`src/rtl/touch_sense_defines.vh`:
```
// register offsets, field positions and reset values for the touch sense counter block
`ifndef TOUCH_SENSE_DEFINES_VH
`define TOUCH_SENSE_DEFINES_VH
`define ADDR_COUNT_LOW_BYTE   8'ha4
`define ADDR_COUNT_HIGH_BYTE  8'ha5
`define ADDR_EVENT_FLAGS      8'ha6
`define ADDR_TIMER_COUNT      8'ha7
`define ADDR_SLEW_CONTROL     8'ha8
`define BIT_INPUT_EDGE_FLAG   7
`define BIT_LOW_CARRY_FLAG    6
`define BIT_HIGH_CARRY_FLAG   5
`define BIT_MEAS_DONE_FLAG    4
`define RST_BYTE              8'h00
`define RST_TIMER_COUNT       7'h00
`endif

```
`src/rtl/sense_counter16.v`:
```
// sixteen-bit measurement counter split into low and high bytes with carry pulses
`timescale 1ns/1ps
`default_nettype none
module sense_counter16 #(
  parameter WIDTH = 8
) (
  input  wire             clk_sys,
  input  wire             srst,
  input  wire             count_enable,
  input  wire             count_run,
  output reg  [WIDTH-1:0] count_low_byte,
  output reg  [WIDTH-1:0] count_high_byte,
  output reg              low_carry_pulse,
  output reg              high_carry_pulse
);
  wire low_full;
  wire high_full;
  assign low_full  = &count_low_byte;
  assign high_full = &count_high_byte;
  // ==========================================================
  // counting
  always @(posedge clk_sys)
  begin
    if (srst || !count_enable)
    begin
      count_low_byte   <= {WIDTH{1'b0}};
      count_high_byte  <= {WIDTH{1'b0}};
      low_carry_pulse  <= 1'b0;
      high_carry_pulse <= 1'b0;
    end
    else if (count_run)
    begin
      count_low_byte   <= count_low_byte + {{(WIDTH-1){1'b0}}, 1'b1};
      low_carry_pulse  <= low_full;
      high_carry_pulse <= low_full & high_full;
      if (low_full)
      begin
        count_high_byte <= count_high_byte + {{(WIDTH-1){1'b0}}, 1'b1};
      end
    end
    else
    begin
      low_carry_pulse  <= 1'b0;
      high_carry_pulse <= 1'b0;
    end
  end
endmodule
`default_nettype wire

```
`src/rtl/touch_sense_counter_status.v`:
```
// register block for the touch sense measurement counter and its event flags
//
// The address-and-strobe port was left to the implementer.
`include "touch_sense_defines.vh"
`timescale 1ns/1ps
`default_nettype none
// Summary of operation
// high byte register reads current upper counter byte, valid when halted
// software reads counts only after the stop event halts the counter
// disabled counter forces the high byte count to zero
// status bit 7 latches a rising edge of the selected input
// status bit 6 latches a low byte carry out
// status bit 5 latches a high byte carry out
// status bit 4 latches completion of a width or period measurement
// writing zero clears a flag, writing one leaves it
// mask bits 3 to 0 gate the four events onto the interrupt
// software keeps mask bits unchanged while the block is enabled
// timer register holds a 7-bit count in bits 6 to 0
// timer bit 7 selects one 8-bit or two 7-bit current converters
// low byte register reads lower count byte, zeroed when disabled
// interrupt is the OR of flags anded with their masks
// slew register keeps one bit in position 0, others read zero
module touch_sense_counter_status (
  input  wire       clk_sys,
  input  wire       srst,
  input  wire [7:0] reg_addr,
  input  wire [7:0] reg_wdata,
  input  wire       reg_wr,
  input  wire       reg_rd,
  output reg  [7:0] reg_rdata,
  input  wire       count_enable,
  input  wire       count_run,
  input  wire       sense_input,
  input  wire       measurement_done,
  output reg        block_irq,
  output reg  [6:0] timer_count,
  output reg        dual_current_dac_select,
  output reg        slew_setting_bit
);
  wire [7:0] count_low_byte;
  wire [7:0] count_high_byte;
  wire       low_carry_pulse;
  wire       high_carry_pulse;
  reg        sense_input_q;
  reg  [3:0] flags_q;
  reg  [3:0] flags_d;
  reg  [3:0] masks_q;
  reg  [3:0] set_d;
  reg        flag_wr;
  reg  [7:0] rdata_d;

  // ==========================================================
  // counter
  sense_counter16 #(
    .WIDTH (8)
  ) u_counter (
    .clk_sys          (clk_sys),
    .srst             (srst),
    .count_enable     (count_enable),
    .count_run        (count_run),
    .count_low_byte   (count_low_byte),
    .count_high_byte  (count_high_byte),
    .low_carry_pulse  (low_carry_pulse),
    .high_carry_pulse (high_carry_pulse)
  );

  // ==========================================================
  // event flags, set wins over clear
  always @*
  begin
    set_d[3] = sense_input & ~sense_input_q;
    set_d[2] = low_carry_pulse;
    set_d[1] = high_carry_pulse;
    set_d[0] = measurement_done;
    flag_wr  = reg_wr && (reg_addr == `ADDR_EVENT_FLAGS);
    flags_d  = flags_q;
    if (flag_wr)
    begin
      flags_d = flags_q & reg_wdata[`BIT_INPUT_EDGE_FLAG:`BIT_MEAS_DONE_FLAG];
    end
    flags_d = flags_d | set_d;
  end

  always @(posedge clk_sys)
  begin
    if (srst)
    begin
      sense_input_q <= 1'b0;
      flags_q       <= 4'h0;
      masks_q       <= 4'h0;
      block_irq     <= 1'b0;
    end
    else
    begin
      sense_input_q <= sense_input;
      flags_q       <= flags_d;
      if (flag_wr)
      begin
        masks_q <= reg_wdata[3:0];
      end
      block_irq <= |(flags_q & masks_q);
    end
  end

  // ==========================================================
  // control registers
  always @(posedge clk_sys)
  begin
    if (srst)
    begin
      timer_count             <= `RST_TIMER_COUNT;
      dual_current_dac_select <= 1'b0;
      slew_setting_bit        <= 1'b0;
    end
    else if (reg_wr)
    begin
      if (reg_addr == `ADDR_TIMER_COUNT)
      begin
        timer_count             <= reg_wdata[6:0];
        dual_current_dac_select <= reg_wdata[7];
      end
      if (reg_addr == `ADDR_SLEW_CONTROL)
      begin
        slew_setting_bit <= reg_wdata[0];
      end
    end
  end

  // ==========================================================
  // read path
  always @*
  begin
    rdata_d = `RST_BYTE;
    if (reg_rd)
    begin
      case (reg_addr)
        `ADDR_COUNT_LOW_BYTE:  rdata_d = count_low_byte;
        `ADDR_COUNT_HIGH_BYTE: rdata_d = count_high_byte;
        `ADDR_EVENT_FLAGS:     rdata_d = {flags_q, masks_q};
        `ADDR_TIMER_COUNT:     rdata_d = {dual_current_dac_select, timer_count};
        `ADDR_SLEW_CONTROL:    rdata_d = {7'h00, slew_setting_bit};
        default:               rdata_d = `RST_BYTE;
      endcase
    end
  end

  always @(posedge clk_sys)
  begin
    if (srst)
    begin
      reg_rdata <= `RST_BYTE;
    end
    else
    begin
      reg_rdata <= rdata_d;
    end
  end
endmodule
`default_nettype wire

```
`config.mk`:
```
export PLATFORM = sky130hd
export DESIGN_NAME = touch_sense_counter_status
export DESIGN_NICKNAME = d
export VERILOG_FILES = /design/src/rtl/sense_counter16.v /design/src/rtl/touch_sense_counter_status.v
export VERILOG_INCLUDE_DIRS = /design/src /design/src/rtl
export SDC_FILE = /design/constraint.sdc
export NUM_CORES = 1
export LEC_CHECK = 0
export ABC_CLOCK_PERIOD_IN_PS = 1800
export BUFFER_PORTS_ARGS = -buffer_cell sky130_fd_sc_hd__buf_2
export CAP_MARGIN = 40
export CORE_AREA = 2 2 67 69
export DETAILED_ROUTE_END_ITERATION = 8
export DIE_AREA = 0 0 69 71
export GPL_TIMING_DRIVEN = 0
export HOLD_SLACK_MARGIN = 0.06
export PLACE_DENSITY = 0.72
export SLEW_MARGIN = 25
export SYNTH_ARGS = -nofsm -noshare
export SYNTH_HDL_FRONTEND = slang
export SYNTH_SLANG_ARGS = --single-unit
```
`constraint.sdc`:
```
create_clock -name clk_sys -period 1.8 [get_ports clk_sys]
set_clock_uncertainty 0.1 [all_clocks]
set_input_delay 0.36 -clock clk_sys [delete_from_list [all_inputs] [get_ports clk_sys]]
set_output_delay 0.36 -clock clk_sys [all_outputs]
set_load 0.02 [all_outputs]
```
==> reports/summary.txt, run 1 <==
Starting density of the core = 45.57%
Worst Hold Class = input port to flop
Initial antenna violation count = 0
Met1 Resource Use GR = 22.60%
Die height = 71 um
Die extent in x = 69 um
Share of layout cells above drive strength 1 = 33.47%
CTS sink cnt = 45
Static leakage = 0.0009764 uW
Post-Synthesis Cells = 184
CTS tree = done
Post-Synthesis Net Count = 210
Antenna Violating Nets Remaining = 0
Design Area, Final = 0.002376 sq mm
Final wirelength = 4042 um
Row count = 24
Vias per std cell = 5.281
Post-detail-place hpwl = 3043 um
Via count = 1521
Port Buffers = 40
Drt wl/cell = 14.03 um
Syn. warnings = 0
Global placement routability congestion = 0.8596
Deepest clock path buffer count = 2
Mapped Area = 0.001916 sq mm
RSZ-0062 raised after global routing = no
Distinct cells, synth = 37
Met3 usage = 5.271%
Die ar. = 0.004899 sq mm
Global-route wire length before repair = 6375 um
Core region area = 0.004204 sq mm
DP Area = 0.002181 sq mm
Final Core Density = 56.52%
Tmin final = 1.727 ns
FMAX = 579.0 MHz
ANT cells = 0
Pwr Density = 837.0 mW/mm^2
WP data arrival = 1.86 ns
Synthesized area per cell = 10.41 sq um
Crit path launch type = flop
Final-stage net count = 261
I/O pin total = 42
Clk slew on worst S/H paths = 0.09 ns
Sequential area share after synthesis = 47.03%
CP max FO = 5
Crit path kind = flop to flop
DRC violations left = 0
Gr ovfl total = 0
CTS H-tree depth = 2
Status = complete, no violations
Worst-Skew Late Latency = 0.30 ns
Largest net degree at the start of global routing = 15
Ys flop type = dfxtp_1
Async set or reset register ratio after synthesis = 0%
Setup WS pre-CTS = -0.3476 ns
Post-synth EDFFs = 0
Max Cap Violations = 0
Worst VDD drop = 645.3 uV
Iteration-0 DRC Markers = 59
Final hold violation count = 0
Final Max Tran Viols = 0
Final Cycle Share = 95.96%
Root Buffer = clkbuf_8
Non-Filler Instances = 288
Req. time, crit path = 1.93 ns
Met2 track demand over resource = 25.43%
Pre-antenna DRT Iters = 4
Layout area overhead = 24.04%
Placed cells = 276
Number of global-route vias before repair = 1351
Headroom to the max-slew limit = 65.06%
Yosys reg bits = 45
Final setup violation count = 0
Final setup margin = 0.07280 ns
Most frequent cells in the layout = buf_2, dfxtp_1, nor2_1
Crit. End Element = flop
Total Routing Usage GR = 16.81%
CTS Buf Count = 5
Least-Margin Pin Slew = 0.5241 ns
Commonest non-fill, non-tap cell in the layout = buf_2
GR peak layer = met2
area by class of cell:
| type | instances | area (sq um) |
|---|---|---|
| Fill cell | 400 | 1828 |
| Multi-Input combinational cell | 130 | 985.9 |
| Sequential cell | 45 | 917.1 |
| Timing Repair Buffer | 44 | 230.2 |
| Clock buffer | 5 | 68.82 |
| Clock inverter | 3 | 65.06 |
| Tap cell | 52 | 65.06 |
| Buffer | 7 | 36.28 |
| Inverter | 2 | 7.507 |
routing by layer:
| layer | up-vias | wire (um) |
|---|---|---|
| met4 | 0 | 70 |
| met2 | 35 | 1872 |
| li1 | 757 | - |
| met5 | - | 0 |
| met1 | 722 | 1931 |
| met3 | 7 | 167 |
critical path, stage by stage, from the launching register on:
cell	delay, ns
dfxtp_1	0.42
nand3_1	0.12
or4_4	0.52
or3_1	0.36
a21oi_1	0.13
synthesized netlist by cell type, drive strengths merged (2+ instances only):
| cell type | count | share of area (%) |
|---|---|---|
| nor2b | 9 | 2.9 |
| buf | 4 | 1.3 |
| inv | 2 | 0.39 |
| dfxtp | 45 | 47 |
| mux2i | 15 | 7.8 |
| a211oi | 5 | 2.0 |
| a21oi | 6 | 1.6 |
| nand3 | 8 | 2.4 |
| or3 | 2 | 0.65 |
| nor2 | 33 | 6.5 |
| xnor2 | 4 | 1.8 |
| xor2 | 6 | 2.7 |
| clkbuf | 3 | 0.59 |
| nand2 | 5 | 0.98 |
| mux4 | 8 | 9.4 |
| and2 | 2 | 0.65 |
| o21ai | 2 | 0.52 |
| nand4 | 4 | 1.3 |
| a22oi | 3 | 1.2 |
| ha | 2 | 1.3 |
| nor3 | 3 | 0.78 |
state kept, by name, summed over array words and instances (netlist names):
register                    cells
block_irq                       1
dual_current_dac_select         1
flags_q                         4
masks_q                         4
reg_rdata                       8
sense_input_q                   1
slew_setting_bit                1
timer_count                     7
u_counter.count_high_byte       8
u_counter.count_low_byte        8
u_counter.high_carry_pulse      1
u_counter.low_carry_pulse       1
path summary, 6_finish.rpt:
path                                     start                           end  cells past startpoint  slack (ns)
setup / recovery  u_counter.count_high_byte[0]  u_counter.count_high_byte[7]                      4        0.07
hold / removal                            srst                  reg_rdata[0]                      2        0.16
setup reg to reg  u_counter.count_high_byte[0]  u_counter.count_high_byte[7]                      4        0.07
hold reg to reg      u_counter.low_carry_pulse                    flags_q[2]                      2        0.39
logic make-up after synthesis:
group           share of synthesized area [%]
compound gates                          6.205
xor+xnor                                4.572
fa+ha+maj                               1.306
buf+inv                                 2.286
flops                                   47.03
mux                                     17.24
simple gates                            21.36
stage by stage:
stage	total power (uW)	hold slack [ns]	setup TNS [ns]
CTS	2001	0.1619	0
global placement	1123	0.3776	-3.037
detailed placement	1124	0.3805	-2.992
finish	1989	0.1623	0
global route	2054	0.1544	0
floorplan	1080	0.3357	0
where the power goes:
| group | internal (uW) | switching, uW | leakage [uW] |
|---|---|---|---|
| registers | 997 | 7.14 | 0.000368 |
| logic | 44.9 | 47.6 | 0.000541 |
| clock network | 551 | 341 | 0.0000681 |
repair_timing:
| action | CTS | global route |
|---|---|---|
| hold buffers | 0 | 0 |
| cloned | 0 | 0 |
| pin swaps | 2 | 3 |
| setup endpoints to repair | 12 | 10 |
| gates resized for setup | 7 | 6 |
| buffers inserted | 0 | 4 |
Power figures use the tool's default switching activity.
==> run 2, diff against run 1 <==
- REMOVE_ABC_BUFFERS: unset -> 1
==> run 2 against run 1 <==
Net effect: combinational power fell by 6.8%; via count fell by 0.39%; core utilization fell by 1.8 points; count of clock-buffer cells in the layout did not move; sequential share of layout area rose by 1.4 points.
==> reports/summary.txt, run 2 (same netlist as run 1, synthesis figures left out) <==
Root Buffer = clkbuf_8 (unchanged)
ANT cells = 0 (unchanged)
Final setup margin = 0.005816 ns (was 0.07280 ns)
Final Cycle Share = 99.68% (was 95.96%)
Placed cells = 270 (was 276)
Worst VDD drop = 484.9 uV (was 645.3 uV)
Final hold violation count = 0 (unchanged)
Iteration-0 DRC Markers = 123 (was 59)
CP max FO = 5 (unchanged)
Share of layout cells above drive strength 1 = 33.77% (was 33.47%)
Final Max Tran Viols = 0 (unchanged)
DRC violations left = 0 (unchanged)
Antenna Violating Nets Remaining = 0 (unchanged)
Hold_buf cts = 0 (unchanged)
Pwr Density = 747.2 mW/mm^2 (was 837.0 mW/mm^2)
Gr ovfl total = 0 (unchanged)
I/O pin total = 42 (unchanged)
Number of global-route vias before repair = 1412 (was 1351)
Die ar. = 0.004899 sq mm (unchanged)
Crit path launch type = flop (unchanged)
Commonest non-fill, non-tap cell in the layout = buf_2 (unchanged)
FMAX = 557.4 MHz (was 579.0 MHz)
Via count = 1515 (was 1521)
Status = complete, no violations (unchanged)
Total Routing Usage GR = 17.92% (was 16.81%)
Tmin final = 1.794 ns (was 1.727 ns)
Worst-Skew Late Latency = 0.30 ns (about the same)
Final-stage net count = 256 (was 261)
CTS H-tree depth = 2 (unchanged)
Crit. End Element = flop (unchanged)
CTS tree = done (unchanged)
Non-Filler Instances = 283 (was 288)
Worst Hold Class = input port to flop (unchanged)
Layout area overhead = 20.18% (was 24.04%)
Least-Margin Pin Slew = 0.6219 ns (was 0.5241 ns)
Setup WS pre-CTS = -0.1531 ns (was -0.3476 ns)
Starting density of the core = 45.57% (unchanged)
Core region area = 0.004204 sq mm (unchanged)
Global-route wire length before repair = 6927 um (was 6375 um)
Top flop regs = reg_rdata: 8 flops, u_counter.count_high_byte: 8 flops, u_counter.count_low_byte: 8 flops (unchanged)
WP data arrival = 1.88 ns (was 1.86 ns)
Port Buffers = 41 (was 40)
Pre-antenna DRT Iters = 5 (was 4)
Row count = 24 (unchanged)
Vias per std cell = 5.353 (was 5.281)
Drt wl/cell = 14.65 um (was 14.03 um)
Initial antenna violation count = 0 (unchanged)
Clk slew on worst S/H paths = 0.09 ns (about the same)
Final wirelength = 4145 um (was 4042 um)
Global placement routability congestion = 0.7865 (was 0.8596)
CTS Buf Count = 5 (unchanged)
Final Core Density = 54.76% (was 56.52%)
Die extent in x = 69 um (unchanged)
Max Cap Violations = 0 (unchanged)
Req. time, crit path = 1.89 ns (was 1.93 ns)
Crit path kind = flop to flop (unchanged)
Post-detail-place hpwl = 2968 um (was 3043 um)
Setup TNS = 0 ns (unchanged)
CTS sink cnt = 45 (unchanged)
Die height = 71 um (unchanged)
Largest net degree at the start of global routing = 23 (was 15)
Most frequent cells in the layout = buf_2, dfxtp_1, nor2_1 (unchanged)
Headroom to the max-slew limit = 58.42% (was 65.06%)
Static leakage = 0.0009443 uW (was 0.0009764 uW)
Final setup violation count = 0 (unchanged)
Deepest clock path buffer count = 2 (unchanged)
-- run 2: changes by cell type in the layout (fill, tap and decap cells not counted), sizes merged --
cell      delta
clkbuf       -3
inv          +1
bufinv       -2
clkinvlp     +1
buf          -2
-- run 2: worst paths after layout --
check | start | endpoint | slack (ns) | depth (start not counted)
worst min-delay path | sense_input | sense_input_q | 0.20 | 2
worst max-delay path | u_counter.count_low_byte[4] | u_counter.count_high_byte[3] | 0.006 | 6
worst max register to register | u_counter.count_low_byte[4] | u_counter.count_high_byte[3] | 0.006 | 6
worst min register to register | u_counter.low_carry_pulse | flags_q[2] | 0.39 | 2
-- run 2: stage by stage --
step / instance area, sq um / power, uW / hold slack [ns]
6_report: 2302 / 1720 / 0.1978
5_1_grt: 2302 / 1798 / 0.2059
4_1_cts: 2246 / 1748 / 0.1979
3_5_place_dp: 2150 / 1117 / 0.3888
3_3_place_gp: 2150 / 1115 / 0.3793
2_1_floorplan: 1879 / 1064 / 0.3291
-- run 2: final cells by class --
class | count | area, sq um
timing repair buffer | 46 | 242.7
clock buffer | 5 | 68.82
fill | 402 | 1902
tap | 52 | 65.06
clock inverter | 3 | 21.27
inverter | 2 | 7.507
sequential | 45 | 920.9
multi-input combinational | 130 | 975.9
-- run 2: per-layer routing --
metal	global-route usage, %	share of wire, %	up-vias	wire (um)
li1	-	-	751	-
met1	24.03	45	706	1849
met2	27.56	48	52	1979
met3	5.271	6.6	6	272
met4	6.754	1.1	0	44
met5	0	0	-	0
-- run 2: power by group --
| group | leakage, uW | internal, uW | switching [uW] |
|---|---|---|---|
| clock network | 0.0000445 | 276 | 357 |
| logic | 0.000531 | 40.8 | 45.4 |
| registers | 0.000369 | 995 | 6.34 |
-- run 2: repair_timing --
action / in CTS / in global routing
buffers inserted: 0 / 5
resized for setup: 5 / 8
endpoints found under the setup margin: 4 / 4
pin swaps: 2 / 4
-- run 2: worst max-delay path, cell delays in order, from the launching register on --
cell     delay, ns
dfxtp_4       0.38
nand4_1       0.19
or4_4         0.56
buf_4         0.16
buf_4         0.12
xor2_1        0.13
nor2_1        0.05
